### src/dps_defines.svh
// Timing counts and widths for the pulse self-refresh controller
`ifndef DPS_DEFINES_SVH
`define DPS_DEFINES_SVH

`define DPS_CLK_NS 25
`define DPS_ADDR_W 10
`define DPS_WAIT_W 8

// Self-refresh cycle maximum at the hottest rating, and the period actually used
`define DPS_SR_CYC_MAX_NS 5000
`define DPS_SR_CYC_MAX_CNT (`DPS_SR_CYC_MAX_NS / `DPS_CLK_NS)
`define DPS_SR_PERIOD_NS 4000
`define DPS_SR_PERIOD_CNT (`DPS_SR_PERIOD_NS / `DPS_CLK_NS)

// Row strobe low time of a refresh pulse (least time, rounded up)
`define DPS_RAS_LOW_NS 600
`define DPS_RAS_LOW_CNT ((`DPS_RAS_LOW_NS + `DPS_CLK_NS - 1) / `DPS_CLK_NS)

// Average CAS-before-RAS spacing in normal operation (longest time, rounded down)
`define DPS_REF_INT_NS 62000
`define DPS_REF_INT_CNT (`DPS_REF_INT_NS / `DPS_CLK_NS)

// Device entry delay before true self-refresh
`define DPS_ENTRY_DLY_NS 2500000
`define DPS_ENTRY_DLY_CNT (`DPS_ENTRY_DLY_NS / `DPS_CLK_NS)

// Access and precharge phases (least times, rounded up)
`define DPS_RCD_NS 500
`define DPS_RCD_CNT ((`DPS_RCD_NS + `DPS_CLK_NS - 1) / `DPS_CLK_NS)
`define DPS_CAS_NS 150
`define DPS_CAS_CNT ((`DPS_CAS_NS + `DPS_CLK_NS - 1) / `DPS_CLK_NS)
`define DPS_PRE_NS 500
`define DPS_PRE_CNT ((`DPS_PRE_NS + `DPS_CLK_NS - 1) / `DPS_CLK_NS)
`define DPS_CSR_NS 50
`define DPS_CSR_CNT ((`DPS_CSR_NS + `DPS_CLK_NS - 1) / `DPS_CLK_NS)

`endif

### src/dps_pkg.sv
// Types shared by the pulse self-refresh controller
package dps_pkg;
   typedef enum logic [3:0]
   {
      st_idle = 4'h0,
      st_acc_row = 4'h1,
      st_acc_col = 4'h2,
      st_cbr_cas = 4'h3,
      st_cbr_ras = 4'h4,
      st_precharge = 4'h5,
      st_sr_low = 4'h6,
      st_sr_high = 4'h7
   } dps_state_t;
endpackage

### src/dps_interval.sv
// Free interval timer giving a one-cycle tick every PERIOD cycles
`timescale 1ns/1ps
module dps_interval
   import dps_pkg::*;
#(
   parameter int PERIOD = 2480
)
(
   input wire logic i_ref_clk,
   input wire logic i_sys_rst,
   input wire logic i_restart,
   output logic o_tick
);
   localparam int W = $clog2(PERIOD + 1);
   localparam logic [W-1:0] LAST = W'(PERIOD - 1);

   logic [W-1:0] count;
   wire at_last = (count == LAST);

   // Counter restarts from zero so the next tick is a full period away
   always_ff @(posedge i_ref_clk)
   begin
      if (i_sys_rst || i_restart || at_last)
         count <= '0;
      else
         count <= count + W'(1);
   end

   // Tick stays out of restart cycles
   assign o_tick = at_last && !i_restart && !i_sys_rst;
endmodule // dps_interval

### src/dps_ctrl.sv
// Host controller driving a pulse self-refresh DRAM through its pins
// Summary of operation
// Enter self-refresh: pull request low and start slow row strobe pulses.
// Device runs self-refresh while request is low; most circuits idle.
// Device refreshes one row per nineteen row strobe clocks in self-refresh.
// Request low stops device oscillator and resets its strobe buffer and divider.
// Device waits 2.5 ms after request falls before true self-refresh.
// Keep pulsing row strobe throughout self-refresh to retain data.
// In long normal operation issue CAS-before-RAS refresh about every 62 us.
// Device takes CBR row address from its own counter; no address needed.
// CBR and self-refresh rows advance one shared internal row counter.
// No extra CBR burst is needed before self-refresh entry.
// Last self-refresh fall to first CBR fall stays within cycle maximum.
// After exit, issue CBR before 5 us of normal accesses pass.
// Last CBR fall to first self-refresh fall stays within cycle maximum.
// RAS-only refresh does not advance the device row counter.
// Non-CBR refresh would need 512-cycle bursts around self-refresh.
// Use CAS-before-RAS for normal refresh when self-refresh is used.
// Device has no error checking; any protection lives outside it.
// Raise request before the first CBR or access after exit.
`timescale 1ns/1ps
`include "dps_defines.svh"
module dps_ctrl
   import dps_pkg::*;
#(
   parameter int ENTRY_DLY_CNT = `DPS_ENTRY_DLY_CNT
)
(
   input wire logic i_ref_clk,
   input wire logic i_sys_rst,
   input wire logic i_sleep_req,
   input wire logic i_acc_req,
   input wire logic i_acc_we,
   input wire logic [`DPS_ADDR_W-1:0] i_acc_row,
   input wire logic [`DPS_ADDR_W-1:0] i_acc_col,
   input wire logic i_acc_wdata,
   input wire logic i_dout,
   output logic o_acc_ready,
   output logic o_acc_done,
   output logic o_acc_rdata,
   output logic o_sr_active,
   output logic o_sr_settled,
   output logic o_ras_n,
   output logic o_cas_n,
   output logic o_we_n,
   output logic [`DPS_ADDR_W-1:0] o_addr,
   output logic o_din,
   output logic o_self_refresh_request_n
);
   localparam logic [`DPS_WAIT_W-1:0] W_RCD = `DPS_WAIT_W'(`DPS_RCD_CNT - 1);
   localparam logic [`DPS_WAIT_W-1:0] W_CAS = `DPS_WAIT_W'(`DPS_CAS_CNT - 1);
   localparam logic [`DPS_WAIT_W-1:0] W_PRE = `DPS_WAIT_W'(`DPS_PRE_CNT - 1);
   localparam logic [`DPS_WAIT_W-1:0] W_CSR = `DPS_WAIT_W'(`DPS_CSR_CNT - 1);
   localparam logic [`DPS_WAIT_W-1:0] W_LOW = `DPS_WAIT_W'(`DPS_RAS_LOW_CNT - 1);
   localparam logic [`DPS_WAIT_W-1:0] W_HIGH =
      `DPS_WAIT_W'(`DPS_SR_PERIOD_CNT - `DPS_RAS_LOW_CNT - 1);

   dps_state_t state;
   dps_state_t next_state;
   logic [`DPS_WAIT_W-1:0] wcnt;
   logic [`DPS_WAIT_W-1:0] wait_load;
   logic ref_due;
   logic exit_pending;
   logic enter_pending;
   logic sr_mode;
   logic acc_we;
   logic [`DPS_ADDR_W-1:0] acc_col;
   logic acc_wdata;
   logic ref_tick;
   logic settle_tick;

   // Phase decode
   wire wait_done = (wcnt == '0);
   wire moving = (next_state != state);
   wire cbr_start = (next_state == st_cbr_cas) && moving;
   wire want_sleep = i_sleep_req && !sr_mode;
   wire accept = o_acc_ready && i_acc_req;
   wire acc_end = (state == st_acc_col) && wait_done;
   wire sr_stay = i_sleep_req;
   wire ras_low_next = (next_state == st_acc_row) || (next_state == st_acc_col) ||
                       (next_state == st_cbr_ras) || (next_state == st_sr_low);
   wire cas_low_next = (next_state == st_acc_col) || (next_state == st_cbr_cas) ||
                       (next_state == st_cbr_ras);

   // Access refused while any refresh duty is owed, so refresh never starves
   assign o_acc_ready = (state == st_idle) && !ref_due && !exit_pending && !want_sleep;
   assign o_sr_active = sr_mode;

   // Next state; refresh duty outranks sleep, sleep outranks access
   always_comb
   begin
      next_state = state;
      unique case (state)
         st_idle:
            if (ref_due || exit_pending || want_sleep)
               next_state = st_cbr_cas;
            else if (i_acc_req)
               next_state = st_acc_row;
         st_acc_row:
            if (wait_done)
               next_state = st_acc_col;
         st_acc_col:
            if (wait_done)
               next_state = st_precharge;
         st_cbr_cas:
            if (wait_done)
               next_state = st_cbr_ras;
         st_cbr_ras:
            if (wait_done)
               next_state = st_precharge;
         st_precharge:
            if (wait_done)
               next_state = enter_pending ? st_sr_low : st_idle;
         st_sr_low:
            if (wait_done)
               next_state = st_sr_high;
         st_sr_high:
            if (wait_done)
               next_state = sr_stay ? st_sr_low : st_idle;
      endcase
   end

   // Duration of the phase being entered
   always_comb
   begin
      wait_load = '0;
      unique case (next_state)
         st_idle: wait_load = '0;
         st_acc_row: wait_load = W_RCD;
         st_acc_col: wait_load = W_CAS;
         st_cbr_cas: wait_load = W_CSR;
         st_cbr_ras: wait_load = W_LOW;
         st_precharge: wait_load = W_PRE;
         st_sr_low: wait_load = W_LOW;
         st_sr_high: wait_load = W_HIGH;
      endcase
   end

   // State and phase timer
   always_ff @(posedge i_ref_clk)
   begin
      if (i_sys_rst)
      begin
         state <= st_idle;
         wcnt <= '0;
      end
      else
      begin
         state <= next_state;
         wcnt <= moving ? wait_load : (wait_done ? wcnt : wcnt - `DPS_WAIT_W'(1));
      end
   end

   // Refresh duty flags; a tick in the clearing cycle still sets the flag
   always_ff @(posedge i_ref_clk)
   begin
      if (i_sys_rst)
      begin
         ref_due <= 1'b0;
         enter_pending <= 1'b0;
         exit_pending <= 1'b0;
      end
      else
      begin
         ref_due <= ref_tick || (ref_due && !cbr_start);
         // One CBR right before entry is enough, no burst
         if (cbr_start && want_sleep)
            enter_pending <= 1'b1;
         else if (next_state == st_sr_low)
            enter_pending <= 1'b0;
         // Exit owes a CBR before any access
         if (state == st_sr_high && next_state == st_idle)
            exit_pending <= 1'b1;
         else if (cbr_start)
            exit_pending <= 1'b0;
      end
   end

   // Request pin: low with the first slow pulse, high again before the exit CBR
   always_ff @(posedge i_ref_clk)
   begin
      if (i_sys_rst)
         sr_mode <= 1'b0;
      else if (next_state == st_sr_low && state == st_precharge)
         sr_mode <= 1'b1;
      else if (state == st_sr_high && next_state == st_idle)
         sr_mode <= 1'b0;
   end

   // Entry settle status follows the device delay
   always_ff @(posedge i_ref_clk)
   begin
      if (i_sys_rst || !sr_mode)
         o_sr_settled <= 1'b0;
      else if (settle_tick)
         o_sr_settled <= 1'b1;
   end

   // Latched access request
   always_ff @(posedge i_ref_clk)
   begin
      if (i_sys_rst)
      begin
         acc_we <= 1'b0;
         acc_col <= '0;
         acc_wdata <= 1'b0;
      end
      else if (accept)
      begin
         acc_we <= i_acc_we;
         acc_col <= i_acc_col;
         acc_wdata <= i_acc_wdata;
      end
   end

   // Read data and done pulse; data is raw, checking is left to the user
   always_ff @(posedge i_ref_clk)
   begin
      if (i_sys_rst)
      begin
         o_acc_done <= 1'b0;
         o_acc_rdata <= 1'b0;
      end
      else
      begin
         o_acc_done <= acc_end;
         if (acc_end && !acc_we)
            o_acc_rdata <= i_dout;
      end
   end

   // Registered pins from the next phase; CBR drives no address
   always_ff @(posedge i_ref_clk)
   begin
      if (i_sys_rst)
      begin
         o_ras_n <= 1'b1;
         o_cas_n <= 1'b1;
         o_we_n <= 1'b1;
         o_addr <= '0;
         o_din <= 1'b0;
         o_self_refresh_request_n <= 1'b1;
      end
      else
      begin
         o_ras_n <= !ras_low_next;
         o_cas_n <= !cas_low_next;
         o_we_n <= !((next_state == st_acc_col) && acc_we);
         if (accept)
            o_addr <= i_acc_row;
         else if (next_state == st_acc_col && state == st_acc_row)
            o_addr <= acc_col;
         else if (next_state == st_cbr_cas)
            o_addr <= '0;
         o_din <= acc_wdata;
         o_self_refresh_request_n <= !(sr_mode || (next_state == st_sr_low));
      end
   end

   // Normal-mode refresh spacing, restarted by every CBR
   dps_interval #(.PERIOD(`DPS_REF_INT_CNT)) u_ref_timer
   (
      .i_ref_clk(i_ref_clk),
      .i_sys_rst(i_sys_rst),
      .i_restart(cbr_start || sr_mode),
      .o_tick(ref_tick)
   );

   // Entry settle timer, held while not in self-refresh
   dps_interval #(.PERIOD(ENTRY_DLY_CNT)) u_settle_timer
   (
      .i_ref_clk(i_ref_clk),
      .i_sys_rst(i_sys_rst),
      .i_restart(!sr_mode),
      .o_tick(settle_tick)
   );

   // Helper counters: cycles since the last refresh-type row strobe fall
   localparam int SR_MAX = `DPS_SR_CYC_MAX_CNT;
   localparam int REF_MAX = `DPS_REF_INT_CNT + 64;
   logic [15:0] since_fall;
   logic ras_q;
   wire ras_fall = ras_q && !o_ras_n;
   wire cbr_fall = ras_fall && !o_cas_n;
   always_ff @(posedge i_ref_clk)
   begin
      if (i_sys_rst)
      begin
         ras_q <= 1'b1;
         since_fall <= '0;
      end
      else
      begin
         ras_q <= o_ras_n;
         if (ras_fall && (cbr_fall || !o_self_refresh_request_n))
            since_fall <= '0;
         else if (since_fall != 16'hFFFF)
            since_fall <= since_fall + 16'h0001;
      end
   end

   sr_gap_max_a: assert property (@(posedge i_ref_clk) disable iff (i_sys_rst)
      !o_self_refresh_request_n |-> since_fall <= 16'(SR_MAX))
      else $error("self-refresh strobe gap too long");
   entry_gap_a: assert property (@(posedge i_ref_clk) disable iff (i_sys_rst)
      $fell(o_self_refresh_request_n) |-> ras_fall && $past(since_fall) <= 16'(SR_MAX))
      else $error("entry gap from last CBR too long");
   exit_cbr_a: assert property (@(posedge i_ref_clk) disable iff (i_sys_rst)
      $rose(o_self_refresh_request_n) |-> ##[1:8] cbr_fall)
      else $error("no CBR soon after self-refresh exit");
   // Exit CBR is the only CBR fall seen with the request still low four edges back
   exit_gap_a: assert property (@(posedge i_ref_clk) disable iff (i_sys_rst)
      cbr_fall && !$past(o_self_refresh_request_n, 4) |-> $past(since_fall) <= 16'(SR_MAX))
      else $error("exit gap to first CBR too long");
   cbr_req_high_a: assert property (@(posedge i_ref_clk) disable iff (i_sys_rst)
      cbr_fall |-> o_self_refresh_request_n)
      else $error("CBR issued with request low");
   normal_ref_a: assert property (@(posedge i_ref_clk) disable iff (i_sys_rst)
      o_self_refresh_request_n |-> since_fall <= 16'(REF_MAX))
      else $error("normal refresh interval exceeded");
   no_access_sr_a: assert property (@(posedge i_ref_clk) disable iff (i_sys_rst)
      !o_self_refresh_request_n |-> o_cas_n && o_we_n && !o_acc_ready)
      else $error("access activity during self-refresh");
   sr_pulse_width_a: assert property (@(posedge i_ref_clk) disable iff (i_sys_rst)
      ras_fall && !o_self_refresh_request_n |-> !o_ras_n [*8])
      else $error("self-refresh strobe pulse too short");
   no_ras_only_a: assert property (@(posedge i_ref_clk) disable iff (i_sys_rst)
      ras_fall && o_self_refresh_request_n && !(state == st_acc_row) |-> !o_cas_n)
      else $error("RAS-only cycle issued");
   done_pulse_a: assert property (@(posedge i_ref_clk) disable iff (i_sys_rst)
      o_acc_done |=> !o_acc_done)
      else $error("done longer than one cycle");

   sr_entry_c: cover property (@(posedge i_ref_clk) disable iff (i_sys_rst)
      $fell(o_self_refresh_request_n));
   sr_exit_c: cover property (@(posedge i_ref_clk) disable iff (i_sys_rst)
      $rose(o_self_refresh_request_n) ##[1:8] cbr_fall);
   access_c: cover property (@(posedge i_ref_clk) disable iff (i_sys_rst)
      accept ##[1:60] o_acc_done);
   settled_c: cover property (@(posedge i_ref_clk) disable iff (i_sys_rst)
      $rose(o_sr_settled));
endmodule // dps_ctrl

### config.mk
export PLATFORM = sky130hd
export DESIGN_NAME = dps_ctrl
export DESIGN_NICKNAME = d
export VERILOG_FILES = /design/src/dps_pkg.sv /design/src/dps_interval.sv /design/src/dps_ctrl.sv
export VERILOG_INCLUDE_DIRS = /design/src
export SDC_FILE = /design/constraint.sdc
export NUM_CORES = 1
export LEC_CHECK = 0
export BUFFER_PORTS_ARGS = -buffer_cell sky130_fd_sc_hd__buf_2
export CAP_MARGIN = 0
export CORE_ASPECT_RATIO = 1.4
export CORE_MARGIN = 3
export CORE_UTILIZATION = 61
export CTS_BUF_LIST = sky130_fd_sc_hd__clkbuf_4
export CTS_CLUSTER_SIZE = 10
export DETAILED_ROUTE_END_ITERATION = 7
export GPL_TIMING_DRIVEN = 1
export PLACE_DENSITY_LB_ADDON = 0.08
export SETUP_SLACK_MARGIN = 0.02
export SLEW_MARGIN = 20
export SYNTH_ARGS = -nofsm -noshare
export SYNTH_HDL_FRONTEND = slang
export SYNTH_SLANG_ARGS = --single-unit
### constraint.sdc
create_clock -name i_ref_clk -period 6.3 [get_ports i_ref_clk]
set_input_delay 0.315 -clock i_ref_clk [delete_from_list [all_inputs] [get_ports i_ref_clk]]
set_output_delay 0.315 -clock i_ref_clk [all_outputs]
set_load 0.1 [all_outputs]
## Word-level counts from Yosys, hierarchy flattened

Cells that the tools add are included.

- $add $sub $neg: 3
- Eq/ne operators: 18
- Muxes and demuxes: 23
- Reductions and logical operators: 54

Operators with widths:

| cell | number |
|---|---|
| $pmux W8 S6 | 1 |
| $eq A4 B3 Y1 const B | 8 |
| $mux W4 | 8 |
| $mux W10 | 3 |
| $pmux W4 S7 | 1 |
| $logic_and A1 B1 Y1 | 18 |
| $add A17 B1 Y17 const B | 1 |
| $eq A17 B17 Y1 const B | 1 |
| $eq A4 B2 Y1 const B | 4 |
| $mux W8 | 2 |
| $logic_or A1 B1 Y1 | 14 |
| $add A12 B1 Y12 const B | 1 |
| $eq A12 B12 Y1 const B | 1 |
| $logic_not A1 Y1 | 12 |
| $eq A4 B1 Y1 const B | 2 |
| $logic_not A4 Y1 | 2 |
| $logic_not A8 Y1 | 1 |
| $sub A8 B1 Y8 const B | 1 |
| $mux W1 | 6 |
| $mux W3 | 2 |
| $reduce_bool A2 Y1 | 3 |
| $reduce_or A2 Y1 | 3 |
| $ne A4 B4 Y1 | 1 |
| $reduce_bool A3 Y1 | 1 |
| $ne A2 B1 Y1 const B | 1 |

- Register bits after elaboration: 75
- Logic and storage cells: 118

## Depth between registers and ports, before layout

Gate-level depths: netlist of the first run.

- Word-level depth: 12
- Mapped depth: 10
- Mapped depth without buffers: 8

## Cells and area by module

A second synthesis of the first run with hierarchy kept.

- Cells, all modules: 398
- Area total of the unflattened synthesis: 3552.2 µm²

Modules (own cells, without submodules):

| module | times used | cells each | area each (µm²) | seq. area each (µm²) |
|---|---|---|---|---|
| dps_ctrl | 1 | 252 | 2223.4 | 920.9 |
| dps_interval (u_settle_timer) | 1 | 86 | 778.2 | 340.3 |
| dps_interval (u_ref_timer) | 1 | 60 | 550.5 | 240.2 |

## Worst setup path before layout of the first run

Ideal clock, no wire load.

- Kind: reg2reg
- Start: register sr_mode (netlist: o_sr_active)
- End: register acc_col[2]
- Library setup time: 0.132 ns
- Arrival: 4.382 ns
- Slack: 1.785 ns
- Stages on the path, launching flop included: 8
- Buffers on the path: 1
- Clock period less this slack: 4.515 ns
- Path through: dfxtp_1 nor2b_2 or2_2 nor3_1 nand2_1 clkbuf_1 nand2_1 a21oi_1

- Word-level cells in the longest chain between the ends: 5

Ends and longest elaborated chain:

| item | RTL line | text |
|---|---|---|
| start: declaration | dps_ctrl.sv:65 | `logic sr_mode;` |
| start signal: assignment | dps_ctrl.sv:183 | `sr_mode <= 1'b0;` |
| start signal: assignment | dps_ctrl.sv:185 | `sr_mode <= 1'b1;` |
| start signal: assignment | dps_ctrl.sv:187 | `sr_mode <= 1'b0;` |
| $logic_not A1 Y1 | dps_ctrl.sv:76 | `wire want_sleep = i_sleep_req && !sr_mode;` |
| $logic_and A1 B1 Y1 | dps_ctrl.sv:76 |  |
| $logic_not A1 Y1 | dps_ctrl.sv:86 | `assign o_acc_ready = (state == st_idle) && !ref_due && !exit_pending && !want_sleep;` |
| $logic_and A1 B1 Y1 | dps_ctrl.sv:86 |  |
| net o_acc_ready | dps_ctrl.sv:38 | `output logic o_acc_ready,` |
| $logic_and A1 B1 Y1 | dps_ctrl.sv:77 | `wire accept = o_acc_ready && i_acc_req;` |
| end signal: assignment | dps_ctrl.sv:211 | `acc_col <= i_acc_col;` |
| end: declaration | dps_ctrl.sv:67 | `` logic [`DPS_ADDR_W-1:0] acc_col; `` |

The timed path passes the listed nets, and every way through them passes these cells.
A chain may end at the register's enable or synchronous reset.

## Worst setup path after layout of the first run

- Start: register wcnt[0]
- End: register u_ref_timer.count[2]

- Word-level cells in the longest chain between the ends: 8
- Elaborated cells on any way between the ends: 14

Ends and longest elaborated chain:

| item | RTL line | text |
|---|---|---|
| start: declaration | dps_ctrl.sv:60 | `` logic [`DPS_WAIT_W-1:0] wcnt; `` |
| start signal: assignment | dps_ctrl.sv:150 | `` wcnt <= moving ? wait_load : (wait_done ? wcnt : wcnt - `DPS_WAIT_W'(1)); `` |
| $logic_not A8 Y1 * | dps_ctrl.sv:73 | `wire wait_done = (wcnt == '0);` |
| $mux W4 (tied with other cells) | dps_ctrl.sv:118 | `if (wait_done)` |
| $pmux W4 S7 * | dps_ctrl.sv:93 | `unique case (state)` |
| $eq A4 B2 Y1 or $ne A4 B4 Y1 (tied branches) | dps_ctrl.sv:75, dps_ctrl.sv:74 |  |
| $logic_and A1 B1 Y1 * | dps_ctrl.sv:75 | `wire cbr_start = (next_state == st_cbr_cas) && moving;` |
| $logic_or A1 B1 Y1 * | dps_ctrl.sv:265 | `.i_restart(cbr_start \|\| sr_mode),` |
| $logic_or A1 B1 Y1 * (2 in a row) | dps_interval.sv:23 | `if (i_sys_rst \|\| i_restart \|\| at_last)` |
| end signal: assignment | dps_interval.sv:26 | `count <= count + W'(1);` |
| end: declaration | dps_interval.sv:17 | `logic [W-1:0] count;` |

Every way passes the cells marked *; elsewhere a longest branch is shown, timed or not.

==> metrics, run 1 <==
initial detailed-routing violation count=113; first-pass GRT wire length=12.0 mm; sw frac=0.463; Gate Count Post-Synth=380; largest family of logic cells by synthesized area=simple AND/OR/NAND/NOR gates; hold_buf cts=0; largest net degree at the start of global routing=39; vias in the first global route=2688; post-synthesis adder-cell area fraction=0.0141; Fin Hold WS=0.116 ns; Die Y=95.1 um; H-tree lvl count=3; final hold vios=0; Synth top area share=0.434; Post-Synth XOR/XNOR Area=0.0760; I/O pin total=47; Synth Area in Simple Gates=0.266; share of layout cells above drive strength 1=0.218; synth top area cells=dfxtp_1 43%, nand2_1 4.7%, nor2_1 4.3%; fin. max-slew vios=0; Reg power frac=0.360; DR DRC count=0; CTS tree=built; dpl hpwl=5.11 mm; Buf+Inv Stages, Crit Path=1; slowest cell on the critical path=o211ai_4; reg2reg setup slack=3.65 ns; Worst R2R Start=wcnt[0]$_SDFFE_PP0P_; worst-margin pin slew=0.725 ns; Max Freq=0.377 GHz; CP Cell Sequence=inv_1 > ha_1 > nor3b_2 > nand2_2 > o2bb2ai_2 > or2_1 > o211ai_4 > nor2_1; Yosys top cell by area=dfxtp_1; Mapped Area=3460 sq um; CTS Buf Count=9; Root Driver=clkbuf_4; Worst Hold Depth=3; gr usage total=0.227; Post-Syn Nets=410; post-CTS sizing=0; Worst Setup SP=wcnt[0]$_SDFFE_PP0P_; hold crit path type=input pin to flip-flop; post-synthesis mux area share=0.00579; core area=5310 sq um; status=completed; Horiz. Die Dim=69.6 um; Core Rows=31; Largest delay share family, worst path=simple AND/OR/NAND/NOR gates; Seq/Total Area, Yosys=0.434; leakage=0.00137 uW; clock power share=0.173; Critical Path Fanout Max=13; Post-synth EDFFs=0; Yosys reg bits=75; Worst Setup End Kind=flip-flop; Top Usage Layer GRT=met2; RR Endpoint=u_ref_timer.count[2]$_SDFF_PP0_; clk buf depth=2; synthesis-to-layout area growth=11.1%; capture point of the worst path=u_ref_timer.count[2]$_SDFF_PP0_; Antenna Nets Post-Route=0; clk_lat worst skew=0.43 ns; antenna cells=0; post-synthesis compound-gate area fraction=0.165; Psw=792 uW; Die ar.=6620 sq um; setup TNS=0 ns; Int Pwr=917 uW; Setup Buffers After CTS=0; slowest stage delay, CP=0.64 ns; worst reg2reg path depth=8; Syn. warnings=0; GR Util met1=0.261; nets=451; GPL Wtd Cong=0.870; WL/cell=14.4 um; GR Util met2=0.400; period utilization=0.421; cell depth of the worst setup path=8; VDD IR-drop max=294 uV; Comb power frac=0.467; PD cells=445 nW/um^2; crit path kind=flip-flop to flip-flop; asr flop ratio synth=0; PortBufs=46; post-detailed-routing wire length=7.07 mm; clock sinks=75; final setup fails=0; Mean Syn Cell Area=9.09 sq um; synth unique cells=57; Initial Utilization=0.650; vias per cell=5.69; initial antenna violation count=0; Max Cap Viol=0; Fin Clk Skew=0.0154 ns; Slew headroom=0.514; Min Clock Period, post-route=2.65 ns; critical path launch point type=flip-flop; DR vias=2800; top_reg_cell synth=dfxtp_1; Crit path required time=6.60 ns; RSZ-0062 raised after global routing=false; crit path DAT=2.95 ns; Reg clk slew, reported paths=0.13 ns; drt pass-1 iters=4; met3 layer usage reported by global route=0.0475; gr ovfl total=0
==> cell usage after synthesis, types with 8 or more instances <==
cell,number
dfxtp_1,75
nand3_1,16
xnor2_1,17
o2bb2ai_1,10
nor2_1,40
nand2_1,43
xor2_1,13
a22oi_1,11
clkbuf_1,9
nor2_4,8
inv_1,10
nor3_1,13
a21oi_1,19
==> metal layers <==
layer  share of wire  routed length, um
met1            0.42               2940
met2            0.52               3650
met3           0.040                283
met4           0.027                193
met5               0                  0
==> cells by family (layout without fill, tap and decap cells) <==
logic type | count (synthesis) | in the layout
AO/OA/AOI/OAI | 71 | 71
multiplexers | 2 | 2
adder cells (fa/ha/maj) | 4 | 4
flip-flops | 75 | 75
buffers and inverters | 28 | 74
XOR/XNOR | 30 | 30
AND/OR/NAND/NOR | 170 | 170
==> flip-flops by register name, summed over array words and instances (netlist names) <==
register                  flops
o_ras_n                       1
exit_pending                  1
state                         4
ref_due                       1
enter_pending                 1
o_sr_settled                  1
o_acc_rdata                   1
o_self_refresh_request_n      1
o_sr_active                   1
o_addr                       10
acc_col                      10
u_ref_timer.count            12
o_acc_done                    1
o_cas_n                       1
o_din                         1
u_settle_timer.count         17
acc_wdata                     1
wcnt                          8
o_we_n                        1
acc_we                        1
==> worst min-delay path by stage <==
| stage | from | endpoint |
|---|---|---|
| 2_1_floorplan | acc_we$_SDFFE_PP0P_ | o_we_n$_SDFF_PP1_ |
| 3_3_place_gp | u_ref_timer.count[0]$_SDFF_PP0_ | u_ref_timer.count[0]$_SDFF_PP0_ |
| 3_5_place_dp | acc_we$_SDFFE_PP0P_ | o_we_n$_SDFF_PP1_ |
| 4_1_cts | i_acc_wdata | acc_wdata$_SDFFE_PP0P_ |
| 5_1_grt | i_acc_wdata | acc_wdata$_SDFFE_PP0P_ |
| 6_report | i_acc_col[0] | acc_col[0]$_SDFFE_PP0P_ |
==> layout make-up <==
| cell class | instances | area [sq um] |
|---|---|---|
| fill | 425 | 1480 |
| multi-input combinational | 277 | 1830 |
| clock buffer | 10 | 75.1 |
| tap | 66 | 82.6 |
| sequential | 75 | 1500 |
| inverter | 10 | 37.5 |
| clock inverter | 6 | 65.1 |
| timing repair buffer | 48 | 249 |
==> through the flow <==
| stage | cell area (sq um) | power (uW) | cells | utilization | worst slack [ns] |
|---|---|---|---|---|---|
| floorplan | 3460 | 1310 | 380 | - | 1.79 |
| global placement | 3690 | 1390 | 475 | 0.694 | 3.78 |
| detailed placement | 3690 | 1420 | 475 | 0.694 | 3.67 |
| CTS | 3830 | 1710 | 491 | 0.720 | 3.64 |
| global route | 3840 | 1820 | 492 | 0.722 | 3.46 |
| finish | 3840 | 1710 | 492 | 0.722 | 3.65 |
==> worst min-delay path: stages <==
cell and delay [ns]:
buf_2 0.09, nand2_1 0.04, a21oi_1 0.05
==> power groups by stage <==
stage	combinational (uW)	sequential (uW)	clock (uW)
final	798	615	295
after global routing	874	624	321
after CTS	797	614	302
after detailed placement	794	624	0
after global placement	774	621	0
after floorplan	585	721	0
==> placed cells by master, fill, tap and decap left out, drive strengths merged, types with 4 or more instances in the layout <==
cell type | Yosys | routed
nor3 | 14 | 14
o21ai | 6 | 6
nand4 | 4 | 4
nand2b | 4 | 4
inv | 10 | 11
xnor2 | 17 | 17
nor2b | 6 | 6
a22oi | 11 | 11
buf | 9 | 48
nor2 | 51 | 51
clkbuf | 9 | 10
or2 | 5 | 5
nand2 | 44 | 44
o22ai | 5 | 5
nand3 | 16 | 16
and3 | 6 | 6
xor2 | 13 | 13
o2bb2ai | 11 | 11
nor4 | 8 | 8
dfxtp | 75 | 75
o31ai | 4 | 4
a21oi | 19 | 19
Note: power is estimated with default switching activity, not from simulation.
==> run 2, diff against run 1 <==
Settings changed: CORE_UTILIZATION 61 to 54.
Clock period 6.3 ns to 2.16 ns, I/O delays scaled along.
==> run 2 against run 1 <==
Against the previous run:
- non-clock buffer count increased by 51
- worst hold slack got worse by 0.014 ns
- critical path depth increased by 2
- fmax increased by 29%
- wire length increased by 14%
- critical path type unchanged
- critical endpoint is now o_addr[5]$_SDFFE_PP0P_
- sequential share of layout area decreased by 4.9 points
- largest power group unchanged
- setup slack got worse by 3.5 ns
==> metrics, run 2 (synthesis gave the netlist of run 1 again) <==
status=completed; Worst R2R Start=wcnt[1]$_SDFFE_PP0P_; PD cells=1310 nW/um^2; final hold vios=0; DR vias=3030; first-pass GRT wire length=13.8 mm; area post-placement=3910 sq um; clk buf depth=2; # fillers=471; fin. max-slew vios=0; Finished Core Util=0.731; period utilization=0.954; number of flip-flops in the largest register=17; gr ovfl total=0; commonest cells after routing, fill and taps aside=73 x dfxtp_1, 45 x buf_2, 42 x nand2_1; final setup fails=0; Slew headroom=0.666; clk_lat worst skew=0.43 ns; hold crit path type=input pin to flip-flop; worst hold path endpoint=o_acc_rdata$_SDFFE_PP0P_; Hold Startpoint=i_sys_rst; DR DRC count=0; PortBufs=46; crit path DAT=2.37 ns; I/O pin total=47; Antenna Nets Post-Route=0; WL/cell=14.8 um; Worst Setup SP=wcnt[1]$_SDFFE_PP0P_; initial detailed-routing violation count=103; Min Clock Period, post-route=2.06 ns; Die ar.=7410 sq um; dpl hpwl=5.48 mm; Root Driver=clkbuf_4; Worst Setup End Kind=flip-flop; Power, Total=5760 uW; post-detailed-routing wire length=8.09 mm; vias in the first global route=3103; Die Y=101 um; reg2reg setup slack=0.1 ns; nets=502; core area=6030 sq um; worst reg2reg path depth=10; CTS tree=built; vias per cell=5.54; worst-margin pin slew=0.505 ns; VDD IR-drop max=897 uV; CTS Buf Count=9; critical path launch point type=flip-flop; drt pass-1 iters=4; Critical Path Fanout Max=10; Worst Hold Depth=2; Core Rows=33; Max Cap Viol=0; leakage=0.00164 uW; Regs by FF count=u_settle_timer.count (17), u_ref_timer.count (12); Reg clk slew, reported paths=0.12 ns; largest net degree at the start of global routing=23; Max Freq=0.485 GHz; Final Cell Area=4410 sq um; crit path kind=flip-flop to flip-flop; Horiz. Die Dim=73.6 um; clock sinks=75; initial antenna violation count=0; H-tree lvl count=3; share of layout cells above drive strength 1=0.273; Crit path required time=2.47 ns; Initial Utilization=0.573; setup TNS=0 ns; final std cells w/o fill=547; most common cell after layout, fill and taps aside=dfxtp_1; GPL Wtd Cong=0.872; Largest Register=u_settle_timer.count; RSZ-0062 raised after global routing=true; RR Endpoint=o_addr[5]$_SDFFE_PP0P_; antenna cells=0; dpl cells=504; synthesis-to-layout area growth=27.6%; Fin Clk Skew=0.0189 ns; gr usage total=0.237
[run 2: cell types whose count changed in the layout (fill, tap and decap cells not counted), moves of 2 or more]
cell | previous run | this run
buf_4 | 1 | 28
dlygate4sd3_1 | 0 | 23
buf_12 | 0 | 2
dfxtp_1 | 75 | 73
or2_4 | 1 | 3
[run 2: how the worst max path moves through the flow]
stage                                            endpoint  slack, ns  depth (start not counted)
after floorplan                   acc_col[2]$_SDFFE_PP0P_      -0.08                          7
after global placement    u_ref_timer.count[2]$_SDFF_PP0_       0.03                          8
after detailed placement  u_ref_timer.count[3]$_SDFF_PP0_      -0.05                          8
after CTS                          o_addr[6]$_SDFFE_PP0P_       0.06                         10
after global routing               o_addr[5]$_SDFFE_PP0P_      -0.02                          9
final                              o_addr[5]$_SDFFE_PP0P_        0.1                         10
[run 2: repair_timing]
item | in CTS | in global routing
pin swaps | 1 | 1
buffers inserted | 3 | 1
endpoints found under the setup margin | 16 | 25
hold buffers | 22 | 1
gates resized for setup | 1 | 10
hold endpoints to repair | 22 | 1
[run 2: power by group]
| part | internal [uW] | total, uW | switching (uW) |
|---|---|---|---|
| logic | 1230 | 3040 | 1810 |
| clock network | 483 | 981 | 498 |
| registers | 1580 | 1750 | 171 |
[run 2: worst max-delay path, cell delays in order, from the launching register on]
cell       delay (ns)
dfxtp_2          0.35
inv_1            0.05
ha_1             0.16
nor3b_4          0.26
nand2_4          0.12
buf_4            0.18
o31ai_4          0.18
o21a_1           0.20
a41oi_4          0.14
buf_12           0.18
o2bb2ai_1        0.12
[run 2: metrics by stage]
step,setup slack [ns],hold slack [ns]
6_report,0.0986,0.102
5_1_grt,-0.0231,0.0754
4_1_cts,0.0564,0.00333
3_5_place_dp,-0.0526,0.356
3_3_place_gp,0.0343,0.345
2_1_floorplan,-0.0814,0.244
[run 2: per-layer routing]
metal	up-vias	GRT usage	share of wire
met1	1429	0.259	0.40
met2	61	0.418	0.53
met4	0	0.113	0.030
li1	1520	-	-
met5	-	0	0
met3	20	0.0579	0.034
[run 2: final cells by class]
cell class	instances	area (sq um)	share of cell area
clock buffers	10	75.1	0.0170
clock inverters	6	91.3	0.0207
flip-flops and latches	75	1510	0.342
inverters	10	37.5	0.00852
repair buffers	99	717	0.163
well taps	70	87.6	0.0199
multi-input cells	277	1890	0.429
==> run 3, diff against run 2 <==
Settings changed: PLACE_DENSITY set to 0.79, PLACE_DENSITY_LB_ADDON 0.08 to unset.
==> run 3 against run 2 <==
Against the previous run:
- cell count is the same
- setup slack lost 0.040 ns
- clock skew shrank 0.0024 ns
- sequential power is essentially flat
- fmax shrank 1.9%
- clock power shrank 1%
- flip-flop and latch count is the same
- combinational power grew 5%
- wire length grew 6.3%
- non-clock buffer count is the same
==> metrics, run 3 (synthesis gave the netlist of run 1 again) <==
DR DRC count=0; Final Cell Area=4410 sq um; Initial Utilization=0.573; gr usage total=0.244; Die ar.=7410 sq um; vias per cell=5.73; period utilization=0.973; worst reg2reg path depth=9; area post-placement=3870 sq um; vias in the first global route=3163; pre-CTS setup slack=0.0184 ns; dpl hpwl=5.36 mm; crit path DAT=2.38 ns; CP Cell Sequence=inv_2 > ha_4 > nor3b_4 > nand2_4 > a2111oi_4 > nor2_4 > buf_4 > nor3_1 > o21ai_0; leakage=0.00164 uW; Core Rows=33; PortBufs=46; Largest delay share family, worst path=simple AND/OR/NAND/NOR gates; largest net degree at the start of global routing=39; number of flip-flops in the largest register=17; Max Freq=0.476 GHz; clk_lat worst skew=0.42 ns; crit path kind=flip-flop to flip-flop; PD cells=1350 nW/um^2; Antenna Nets Post-Route=0; final setup fails=0; RSZ-0062 raised after global routing=false; slowest stage delay, CP=0.46 ns; commonest cells after routing, fill and taps aside=72 x dfxtp_1, 45 x buf_2, 42 x nand2_1; status=completed; Buf+Inv Stages, Crit Path=2; Critical Path Fanout Max=7; share of layout cells above drive strength 1=0.286; synthesis-to-layout area growth=27.7%; nets=502; Horiz. Die Dim=73.6 um; first-pass GRT wire length=14.2 mm; initial antenna violation count=1; Root Driver=clkbuf_4; Die Y=101 um; Fin Clk Skew=0.0165 ns; most common cell after layout, fill and taps aside=dfxtp_1; H-tree lvl count=3; Min Clock Period, post-route=2.10 ns; final hold vios=0; cell depth of the worst setup path=9; # fillers=414; hold crit path type=input pin to flip-flop; clock sinks=75; WL/cell=15.7 um; Reg clk slew, reported paths=0.12 ns; Slew headroom=0.532; Max Cap Viol=0; post-detailed-routing wire length=8.60 mm; CTS Buf Count=9; Largest Register=u_settle_timer.count; clk buf depth=2; worst-margin pin slew=0.703 ns; GPL Wtd Cong=0.952; Worst Setup End Kind=flip-flop; gr ovfl total=0; Regs by FF count=u_settle_timer.count (17), u_ref_timer.count (12); fin. max-slew vios=0; VDD IR-drop max=862 uV; Final WS setup=0.0588 ns; drt pass-1 iters=4; critical path launch point type=flip-flop; CTS tree=built; Finished Core Util=0.732; core area=6030 sq um; DR vias=3134; initial detailed-routing violation count=153; Worst Hold Depth=4; slowest cell on the critical path=a2111oi_4; Crit path required time=2.44 ns; I/O pin total=47
-- run 3: cell types whose count changed in the layout (fill, tap and decap cells not counted), sizes merged --
cell | before | now
clkbuf | 10 | 9
clkinvlp | 3 | 2
diode | 0 | 1
inv | 10 | 11
-- run 3: report_power, final --
group	switching, uW	total, uW	internal, uW	leakage [uW]
registers	202	1780	1580	0.000610
clock network	506	971	465	0.0000786
logic	1860	3190	1330	0.000950
total	2570	5940	3370	0.00164
-- run 3: final cells by class --
| type | count | area, sq um | share of cell area |
|---|---|---|---|
| clock buffers | 9 | 67.6 | 0.0153 |
| flip-flops and latches | 75 | 1510 | 0.342 |
| diodes | 1 | 2.50 | 0.000567 |
| inverters | 10 | 37.5 | 0.00850 |
| repair buffers | 99 | 721 | 0.163 |
| well taps | 70 | 87.6 | 0.0198 |
| clock inverters | 6 | 90.1 | 0.0204 |
| multi-input cells | 277 | 1900 | 0.431 |
-- run 3: routing by layer --
| layer | vias up | GRT usage | part of all wire |
|---|---|---|---|
| met3 | 30 | 0.0699 | 0.051 |
| met2 | 104 | 0.430 | 0.53 |
| met4 | 0 | 0.107 | 0.036 |
| li1 | 1519 | - | - |
| met5 | - | 0 | 0 |
| met1 | 1481 | 0.265 | 0.39 |
-- run 3: stage by stage --
step                      instances  total power [uW]  hold WS (ns)  setup TNS [ns]
after floorplan                 380              3870         0.244          -0.813
after global placement          497              4360         0.342               0
after detailed placement        497              4420         0.359               0
final                           547              5940         0.219               0
after global routing            547              6240         0.220               0
after CTS                       538              5560         0.200               0
-- run 3: final timing paths --
check        slack (ns)                     from                      end
max                0.06     wcnt[1]$_SDFFE_PP0P_       o_cas_n$_SDFF_PP1_
min                0.22                i_acc_req      state[3]$_SDFF_PP0_
max reg2reg        0.06     wcnt[1]$_SDFFE_PP0P_       o_cas_n$_SDFF_PP1_
min reg2reg        0.47  acc_col[8]$_SDFFE_PP0P_  acc_col[8]$_SDFFE_PP0P_
-- run 3: tightest hold or removal path, delay by kind of cell --
| family | cells | cell delay [ns] |
|---|---|---|
| buffers and inverters | 1 | 0.18 |
| and+or+nand+nor | 3 | 0.30 |
-- run 3: what timing repair did --
action                     4_1_cts  5_1_grt
setup buffers                    3        8
hold buffers                    23        0
gates cloned                     0        0
gates resized for setup          4       15
hold endpoints to repair        23        0
setup endpoints to repair       26       30
pin swaps                        1       14
